$ cat src/design/par_map.svh
// Offsets, field positions and reset values of the port result registers.
// Assumes a Wishbone slave with a byte address of 8 bits and 32-bit data.
`ifndef PAR_MAP_SVH
`define PAR_MAP_SVH

// Port count, quantities per port and result width
`define PAR_PORTS 4
`define PAR_KINDS 3
`define PAR_RES_W 15

// Quantity codes on the converter side
`define PAR_KIND_VOLT 2'h0
`define PAR_KIND_CURR 2'h1
`define PAR_KIND_TEMP 2'h2

// Register select codes, byte address is four times the code
`define PAR_IDX_STATUS 4'h0
`define PAR_IDX_MASK 4'h1
`define PAR_IDX_VOLT_LO 4'h8
`define PAR_IDX_VOLT_HI 4'h9
`define PAR_IDX_CURR_LO 4'ha
`define PAR_IDX_CURR_HI 4'hb
`define PAR_IDX_TEMP_LO 4'hc
`define PAR_IDX_TEMP_HI 4'hd

// Address fields: port above the select code
`define PAR_ADR_PORT_HI 7
`define PAR_ADR_PORT_LO 6
`define PAR_ADR_IDX_HI 5
`define PAR_ADR_IDX_LO 2

// Completion flag position in an upper register
`define PAR_FLAG_BIT 7

// Preset value of every register
`define PAR_RST_VAL 8'h00

`endif

$ cat src/design/par_pkg.sv
// Types shared by the port result register block.
// Assumes the map header sits beside it on the include path.
`include "par_map.svh"

package par_pkg;

    // One converter event: start or finish of a conversion
    typedef struct packed {
        logic valid;
        logic [1:0] port;
        logic [1:0] kind;
        logic [`PAR_RES_W-1:0] data;
    } par_conv_t;

    // Flag matrix, one bit per port and quantity
    typedef logic [`PAR_PORTS-1:0][`PAR_KINDS-1:0] par_flags_t;

    // Whole state of the block
    typedef struct packed {
        logic [`PAR_PORTS-1:0][`PAR_KINDS-1:0][`PAR_RES_W-1:0] res;
        par_flags_t done;
        par_flags_t sts;
        par_flags_t msk;
        logic ack;
        logic [31:0] dat;
        logic irq;
    } par_state_t;

endpackage : par_pkg

$ cat src/design/par_top.sv
// Per-port conversion result registers with completion flags and interrupt.
// Assumes the converter events come from logic on clk_i, and a classic
// Wishbone master; byte address = port * 64 + select code * 4.
//
// The Wishbone interface to the registers was decided locally.
`timescale 1ns/1ps
`include "par_map.svh"

module par_top
    import par_pkg::*;
(
    // Clock and reset
    input wire logic clk_i,
    input wire logic rst_i,
    // Wishbone slave
    input wire logic wb_cyc_i,
    input wire logic wb_stb_i,
    input wire logic wb_we_i,
    input wire logic [7:0] wb_adr_i,
    input wire logic [3:0] wb_sel_i,
    input wire logic [31:0] wb_dat_i,
    output logic [31:0] wb_dat_o,
    output logic wb_ack_o,
    // Converter events
    input wire par_conv_t conv_start_i,
    input wire par_conv_t conv_done_i,
    // Interrupt
    output logic irq_o
);

    par_state_t q_r;
    par_state_t q_nxt;

    // Address decode
    logic [1:0] adr_prt;
    logic [3:0] adr_idx;
    logic [1:0] adr_kind;
    logic take;
    logic rd_take;
    logic wr_take;
    assign adr_prt = wb_adr_i[`PAR_ADR_PORT_HI:`PAR_ADR_PORT_LO];
    assign adr_idx = wb_adr_i[`PAR_ADR_IDX_HI:`PAR_ADR_IDX_LO];
    assign adr_kind = adr_idx[2:1];
    assign take = wb_cyc_i & wb_stb_i & ~q_r.ack;
    assign rd_take = take & ~wb_we_i;
    assign wr_take = take & wb_we_i;

    // Event vectors from the converter
    logic start_ok;
    logic done_ok;
    assign start_ok = conv_start_i.valid & (conv_start_i.kind != 2'h3);
    assign done_ok = conv_done_i.valid & (conv_done_i.kind != 2'h3);

    // Read data for the addressed register
    logic [31:0] rd_data;
    always_comb
    begin
        rd_data = 32'h0000_0000;
        if (adr_idx[3] && adr_kind != 2'h3)
        begin
            if (adr_idx[0])
            begin
                rd_data[`PAR_FLAG_BIT] = q_r.done[adr_prt][adr_kind];
                rd_data[6:0] = q_r.res[adr_prt][adr_kind][14:8];
            end
            else
            begin
                rd_data[7:0] = q_r.res[adr_prt][adr_kind][7:0];
            end
        end
        else if (adr_prt == 2'h0 && adr_idx == `PAR_IDX_STATUS)
        begin
            rd_data[11:0] = q_r.sts;
        end
        else if (adr_prt == 2'h0 && adr_idx == `PAR_IDX_MASK)
        begin
            rd_data[11:0] = q_r.msk;
        end
    end

    // Byte-lane write data for the 12-bit status and mask
    logic [11:0] wr_bits;
    logic [11:0] wr_lane;
    assign wr_bits = wb_dat_i[11:0];
    assign wr_lane = {{4{wb_sel_i[1]}}, {8{wb_sel_i[0]}}};

    // Next state
    always_comb
    begin
        par_flags_t set_v;
        set_v = '0;
        q_nxt = q_r;
        // Bus answer one cycle after the request is taken
        q_nxt.ack = take;
        if (rd_take)
        begin
            q_nxt.dat = rd_data;
        end
        if (start_ok)
        begin
            q_nxt.done[conv_start_i.port][conv_start_i.kind] = 1'b0;
        end
        if (done_ok)
        begin
            q_nxt.res[conv_done_i.port][conv_done_i.kind] = conv_done_i.data;
            q_nxt.done[conv_done_i.port][conv_done_i.kind] = 1'b1;
            set_v[conv_done_i.port][conv_done_i.kind] = 1'b1;
        end
        // Mask write and write-one-to-clear status, set wins
        if (wr_take && adr_prt == 2'h0 && adr_idx == `PAR_IDX_MASK)
        begin
            q_nxt.msk = (q_r.msk & ~wr_lane) | (wr_bits & wr_lane);
        end
        if (wr_take && adr_prt == 2'h0 && adr_idx == `PAR_IDX_STATUS)
        begin
            q_nxt.sts = q_r.sts & ~(wr_bits & wr_lane);
        end
        q_nxt.sts = q_nxt.sts | set_v;
        q_nxt.irq = |(q_nxt.sts & q_nxt.msk);
    end

    // State register
    always_ff @(posedge clk_i)
    begin
        if (rst_i)
        begin
            q_r <= '0;
        end
        else
        begin
            q_r <= q_nxt;
        end
    end

    // Outputs straight from the state register
    assign wb_dat_o = q_r.dat;
    assign wb_ack_o = q_r.ack;
    assign irq_o = q_r.irq;

    // Helpers for checks: addressed port's results and flags, and port 0 voltage result
    logic [2:0][14:0] sel_res;
    logic [2:0] sel_done;
    logic [14:0] p0_volt;
    assign sel_res = q_r.res[adr_prt];
    assign sel_done = q_r.done[adr_prt];
    assign p0_volt = q_r.res[0][0];

    AST_VOLT_LO: assert property (@(posedge clk_i) disable iff (rst_i)
        rd_take && adr_idx == `PAR_IDX_VOLT_LO
        |=> wb_ack_o && wb_dat_o == {24'h00_0000, $past(sel_res[0][7:0])})
        else $error("voltage low readback wrong");

    AST_VOLT_HI: assert property (@(posedge clk_i) disable iff (rst_i)
        rd_take && adr_idx == `PAR_IDX_VOLT_HI
        |=> wb_dat_o == {24'h00_0000, $past(sel_done[0]), $past(sel_res[0][14:8])})
        else $error("voltage high readback wrong");

    AST_VOLT_CLR: assert property (@(posedge clk_i) disable iff (rst_i)
        start_ok && conv_start_i.kind == `PAR_KIND_VOLT && !done_ok
        |=> !q_r.done[$past(conv_start_i.port)][0])
        else $error("voltage flag not cleared at start");

    AST_VOLT_SET: assert property (@(posedge clk_i) disable iff (rst_i)
        done_ok && conv_done_i.kind == `PAR_KIND_VOLT
        |=> q_r.done[$past(conv_done_i.port)][0])
        else $error("voltage flag not set at finish");

    AST_CURR_HI: assert property (@(posedge clk_i) disable iff (rst_i)
        rd_take && adr_idx == `PAR_IDX_CURR_HI
        |=> wb_dat_o == {24'h00_0000, $past(sel_done[1]), $past(sel_res[1][14:8])})
        else $error("current high readback wrong");

    AST_CURR_CLR: assert property (@(posedge clk_i) disable iff (rst_i)
        start_ok && conv_start_i.kind == `PAR_KIND_CURR && !done_ok
        |=> !q_r.done[$past(conv_start_i.port)][1])
        else $error("current flag not cleared at start");

    // current finish sets flag and raises status in the same cycle
    AST_CURR_SET: assert property (@(posedge clk_i) disable iff (rst_i)
        done_ok && conv_done_i.kind == `PAR_KIND_CURR
        |=> q_r.done[$past(conv_done_i.port)][1] && q_r.sts[$past(conv_done_i.port)][1])
        else $error("current flag or status not set");

    AST_TEMP_LO: assert property (@(posedge clk_i) disable iff (rst_i)
        rd_take && adr_idx == `PAR_IDX_TEMP_LO
        |=> wb_dat_o == {24'h00_0000, $past(sel_res[2][7:0])})
        else $error("temperature low readback wrong");

    AST_TEMP_CLR: assert property (@(posedge clk_i) disable iff (rst_i)
        start_ok && conv_start_i.kind == `PAR_KIND_TEMP && !done_ok
        |=> !q_r.done[$past(conv_start_i.port)][2])
        else $error("temperature flag not cleared at start");

    AST_TEMP_SET: assert property (@(posedge clk_i) disable iff (rst_i)
        done_ok && conv_done_i.kind == `PAR_KIND_TEMP
        |=> q_r.done[$past(conv_done_i.port)][2])
        else $error("temperature flag not set at finish");

    // other ports leave port 0 voltage untouched
    AST_PORT_SEP: assert property (@(posedge clk_i) disable iff (rst_i)
        done_ok && conv_done_i.port != 2'h0
        |=> $stable(p0_volt))
        else $error("port results not separate");

    // flag rises only with new result
    AST_ATOMIC: assert property (@(posedge clk_i) disable iff (rst_i)
        $rose(q_r.done[0][0])
        |-> $past(done_ok) && p0_volt == $past(conv_done_i.data))
        else $error("flag and result not updated together");

    // Interrupt rises with masked status, one cycle after the event
    AST_IRQ: assert property (@(posedge clk_i) disable iff (rst_i)
        done_ok && q_r.msk[conv_done_i.port][conv_done_i.kind] |=> irq_o)
        else $error("interrupt missing after masked event");

    AST_CURR_LO: assert property (@(posedge clk_i) disable iff (rst_i)
        rd_take && adr_idx == `PAR_IDX_CURR_LO
        |=> wb_ack_o && wb_dat_o == {24'h00_0000, $past(sel_res[1][7:0])})
        else $error("current low readback wrong");

    AST_TEMP_HI: assert property (@(posedge clk_i) disable iff (rst_i)
        rd_take && adr_idx == `PAR_IDX_TEMP_HI
        |=> wb_dat_o == {24'h00_0000, $past(sel_done[2]), $past(sel_res[2][14:8])})
        else $error("temperature high readback wrong");

    // Start alone keeps the old result bits
    AST_START_KEEP: assert property (@(posedge clk_i) disable iff (rst_i)
        start_ok && !done_ok
        |=> $stable(q_r.res))
        else $error("conversion start changed result bits");

    // finish beats a start in the same slot
    AST_DONE_WINS: assert property (@(posedge clk_i) disable iff (rst_i)
        done_ok && start_ok && conv_start_i.port == conv_done_i.port
        && conv_start_i.kind == conv_done_i.kind
        |=> q_r.done[$past(conv_done_i.port)][$past(conv_done_i.kind)])
        else $error("start overrode finish in the same cycle");

    // Acknowledge stands for one cycle only
    AST_ACK_PULSE: assert property (@(posedge clk_i) disable iff (rst_i)
        wb_ack_o
        |=> !wb_ack_o)
        else $error("acknowledge longer than one cycle");

    // Every taken request is answered in the next cycle
    AST_ACK_NEXT: assert property (@(posedge clk_i) disable iff (rst_i)
        take
        |=> wb_ack_o)
        else $error("acknowledge missing after request");

    // Writing ones clears status bits when no event lands
    AST_STS_CLR: assert property (@(posedge clk_i) disable iff (rst_i)
        wr_take && adr_prt == 2'h0 && adr_idx == `PAR_IDX_STATUS && !done_ok
        |=> (q_r.sts & $past(wr_bits & wr_lane)) == 12'h000)
        else $error("status bits not cleared by write");

    // Every finish raises its status bit
    AST_STS_SET: assert property (@(posedge clk_i) disable iff (rst_i)
        done_ok
        |=> q_r.sts[$past(conv_done_i.port)][$past(conv_done_i.kind)])
        else $error("status bit not set at finish");

    // Read data stands until the next read is taken
    AST_RD_HOLD: assert property (@(posedge clk_i) disable iff (rst_i)
        !rd_take
        |=> $stable(wb_dat_o))
        else $error("read data changed without a read");

    // Writes to result registers are ignored
    AST_WR_RO: assert property (@(posedge clk_i) disable iff (rst_i)
        wr_take && adr_idx[3] && !done_ok
        |=> $stable(q_r.res))
        else $error("result register changed by a write");

endmodule : par_top

$ cat config.mk
export PLATFORM = sky130hd
export DESIGN_NAME = par_top
export DESIGN_NICKNAME = d
export VERILOG_FILES = /design/src/design/par_pkg.sv /design/src/design/par_top.sv
export VERILOG_INCLUDE_DIRS = /design/src /design/src/design
export SDC_FILE = /design/constraint.sdc
export NUM_CORES = 1
export LEC_CHECK = 0
export ABC_AREA = 1
export BUFFER_PORTS_ARGS = -buffer_cell sky130_fd_sc_hd__buf_4
export CAP_MARGIN = 30
export CORE_MARGIN = 8
export CORE_UTILIZATION = 26
export DETAILED_ROUTE_END_ITERATION = 8
export GPL_ROUTABILITY_DRIVEN = 0
export GPL_TIMING_DRIVEN = 0
export PLACE_DENSITY_LB_ADDON = 0.25
export SYNTH_ARGS = -nofsm -noshare
export SYNTH_HDL_FRONTEND = slang
export SYNTH_SLANG_ARGS = --single-unit
export TNS_END_PERCENT = 50
$ cat constraint.sdc
create_clock -name clk_i -period 1.8 [get_ports clk_i]
set_clock_uncertainty 0.1 [all_clocks]
set_input_delay 0.27 -clock clk_i [delete_from_list [all_inputs] [get_ports clk_i]]
set_output_delay 0.27 -clock clk_i [all_outputs]
set_load 0.005 [all_outputs]
==> results.sh <==
export IMPL_status="finished with violations"
export IMPL_violations="negative setup slack"
export IMPL_first_iter_violations=1094
export IMPL_min_from="conv_start_i[19]"
export IMPL_drc=0
export IMPL_fin_setup_tns_ps=-75.68
export IMPL_dpl_worst_slack_ps=-511.7
export IMPL_core_sq_um=40920
export IMPL_final_nets=1798
export IMPL_ant_nets=0
export IMPL_yosys_area_share_simple_pct=23.52
export IMPL_cts_tree="built"
export IMPL_ys_async_sr_fraction_pct=0
export IMPL_p_total_uw=11820
export IMPL_antenna_found_initial=0
export IMPL_final_core_util_pct=32.31
export IMPL_wl_um=44900
export IMPL_htreeDepth=1
export IMPL_criticalPathCategory="register to register"
export IMPL_min_path_type="input pin to register"
export IMPL_min_period_over_period_pct=104.2
export IMPL_required_ps=2180
export IMPL_drtPass1Iterations=5
export IMPL_synthAdderAreaFrac_pct=0
export IMPL_grt_max_degree=13
export IMPL_fin_area_sq_um=13220
export IMPL_whs_path_depth=4
export IMPL_yosys_warnings=0
export IMPL_synth_mux_area_share_pct=0
export IMPL_io_buffer_count=60
export IMPL_p_per_area_nw_per_um2=894.1
export IMPL_slew_viol_final=0
export IMPL_rows=74
export IMPL_synthCells=1572
export IMPL_worstSetupEndpointType="register"
export IMPL_root_buffer="clkbuf_16"
export IMPL_synth_compound_area_share_pct=21.90
export IMPL_max_freq_mhz=533.1
export IMPL_grt_pass1_vias=10340
export IMPL_die_h_um=219.9
export IMPL_r2r_end="irq_o$_SDFF_PP0_"
export IMPL_synth_ff_type="dfxtp_1"
export IMPL_finalHoldViolCount=0
export IMPL_io_pins=123
export IMPL_mappedNetlistArea_sq_um=10810
export IMPL_dpl_cell_area_sq_um=12000
export IMPL_synth_xor_area_share_pct=0
export IMPL_clock_sinks=230
export IMPL_numCtsBuffers=27
export IMPL_wl_per_cell_um=19.89
export IMPL_drive_gt1_share_pct=12.58
export IMPL_path_clk_slew_ps=60
export IMPL_r2r_cells=15
export IMPL_syn2layout_area_growth_pct=22.30
export IMPL_setup_ws_ps=-75.68
export IMPL_period_needed_ps=1876
export IMPL_num_vias=11310
export IMPL_synth_seq_cells=230
export IMPL_start_util_pct=26.42
export IMPL_leakage_uw=0.005518
export IMPL_seq_area_frac_synth_pct=42.59
export IMPL_setup_violations=1
export IMPL_antennaDiodeCount=0
export IMPL_r2r_setup_slack_ps=-80
export IMPL_cp_start_kind="register"
export IMPL_viasPerCell=5.012
export IMPL_cts_path_max_buffers=3
export IMPL_grt_usage_pct=17.74
export IMPL_critPathArrivalTime_ps=2250
export IMPL_die_w_um=219.9
export IMPL_relSlewSlack_pct=39.80
export IMPL_worst_pin_slew_ps=903.0
export IMPL_hpwlAfterDp_um=33260
export IMPL_worstSkewPairLatency_ps=540
export IMPL_holdPathEnd="q_r[63]$_SDFF_PP0_"
export IMPL_path_max_fanout=8
export IMPL_maxCapViolations=0
export IMPL_grt_pass1_wl_um=65530
export IMPL_dieArea_sq_um=48360
export IMPL_synth_edff_count=0
export IMPL_grt_overflow_total=0
export IMPL_synth_top_family_by_area="simple AND/OR/NAND/NOR gates"
export IMPL_synth_cell_types=33
export IMPL_reg2reg_from="wb_ack_o$_SDFF_PP0_"
export IMPL_rsz0062_at_grt="yes"
export IMPL_syn_area_per_cell_sq_um=6.878
export IMPL_peakVddDrop_v=0.0005992
==> worst max-delay path, stage by stage, from the launching register on <==
cell     delay [ps]
dfxtp_2         320
inv_2            60
nand3_4         100
nor2_8          250
nand2_4         100
buf_12          150
buf_4           170
nand2_2          90
o21ai_4          60
inv_2            60
nand2_2          40
nand2_2          80
nor2_4           60
nand3_2          70
nand2_2          50
inv_2            60
==> flip-flops by register name, indices dropped and copies added, names as in the netlist <==
signal and cells:
wb_dat_o 12, wb_ack_o 1, p0_volt 15, q_r 201
irq_o 1
==> routing by layer <==
| metal | vias to the layer above | global-route usage [%] | wire length (um) |
|---|---|---|---|
| li1 | 5368 | - | - |
| met1 | 5390 | 25.84 | 20880 |
| met2 | 468 | 26.73 | 19160 |
| met3 | 85 | 2.386 | 3405 |
| met4 | 0 | 5.457 | 1457 |
| met5 | - | 0 | 0 |
==> cells in the final DEF, fill, tap and decap left out, types with 4 or more instances in the layout <==
cell	n
buf_2	27
clkbuf_1	75
o211ai_1	60
buf_1	4
a22oi_1	7
clkinv_2	4
nand4_1	11
inv_2	9
a21oi_1	127
nand3_1	79
nor2_1	287
nor2_4	4
nand2_2	6
buf_4	103
inv_1	124
o21ai_0	224
dlygate4sd3_1	21
clkbuf_16	29
o21ai_1	15
conb_1	20
nand2_1	218
buf_6	6
clkbuf_8	8
dfxtp_1	229
clkbuf_2	5
==> cells in the mapped netlist, drive strengths merged (2+ instances only) <==
master,instances,share of area [%]
nor2,295,11
o21ai,240,11
dfxtp,230,43
nand2,225,7.9
inv,133,4.6
a21oi,127,5.9
nand3,81,3.8
buf,77,4.7
clkbuf,74,2.6
o211ai,60,4.2
nand4,11,0.64
a22oi,7,0.49
nor3,3,0.19
o31ai,2,0.14
or2,2,0.12
==> report_power, final <==
group | leakage (uW) | switching (uW) | internal, uW | total (uW)
Combinational | 0.00324 | 903 | 415 | 1320
Clock | 0.000413 | 2210 | 3050 | 5260
Sequential | 0.00186 | 45.0 | 5200 | 5240
==> how the worst max path moves through the flow <==
stage,from,endpoint,slack [ps],cells past startpoint
after global placement,wb_adr_i[6],wb_dat_o[3]$_SDFFE_PP0P_,-500,10
after detailed placement,wb_adr_i[6],wb_dat_o[3]$_SDFFE_PP0P_,-510,10
after floorplan,wb_adr_i[3],irq_o$_SDFF_PP0_,210,14
final,wb_ack_o$_SDFF_PP0_,irq_o$_SDFF_PP0_,-80,15
after CTS,wb_ack_o$_SDFF_PP0_,wb_dat_o[2]$_SDFFE_PP0P_,-60,7
after global routing,wb_ack_o$_SDFF_PP0_,irq_o$_SDFF_PP0_,-190,13
==> repair_timing <==
item,4_1_cts,5_1_grt
endpoints found under the setup margin,8,16
hold buffers,21,0
hold endpoints to repair,34,0
cloned,0,2
pin swaps,1,11
buffers inserted,1,6
gates resized for setup,3,37
==> cell families after synthesis <==
family / Yosys count
compound gates: 437
flops: 230
buf+inv: 285
other cells: 1
simple gates: 619
==> final cells by class <==
class                      instances  area (sq um)
timing repair buffer              90         767.0
multi-input combinational       1076          5035
sequential                       230          4606
fill                            4494         27700
buffer                           150         818.3
tap                              532         665.6
clock buffer                      41         808.3
clock inverter                     4         20.02
inverter                         134         503.0
==> metrics by stage <==
step	instances	hold WS [ps]
2_1_floorplan	1591	320.5
3_3_place_gp	2183	339.7
3_5_place_dp	2183	343.8
4_1_cts	2250	42.18
5_1_grt	2257	101.8
6_report	2257	69.94
Note: power is estimated with default switching activity, not from simulation.
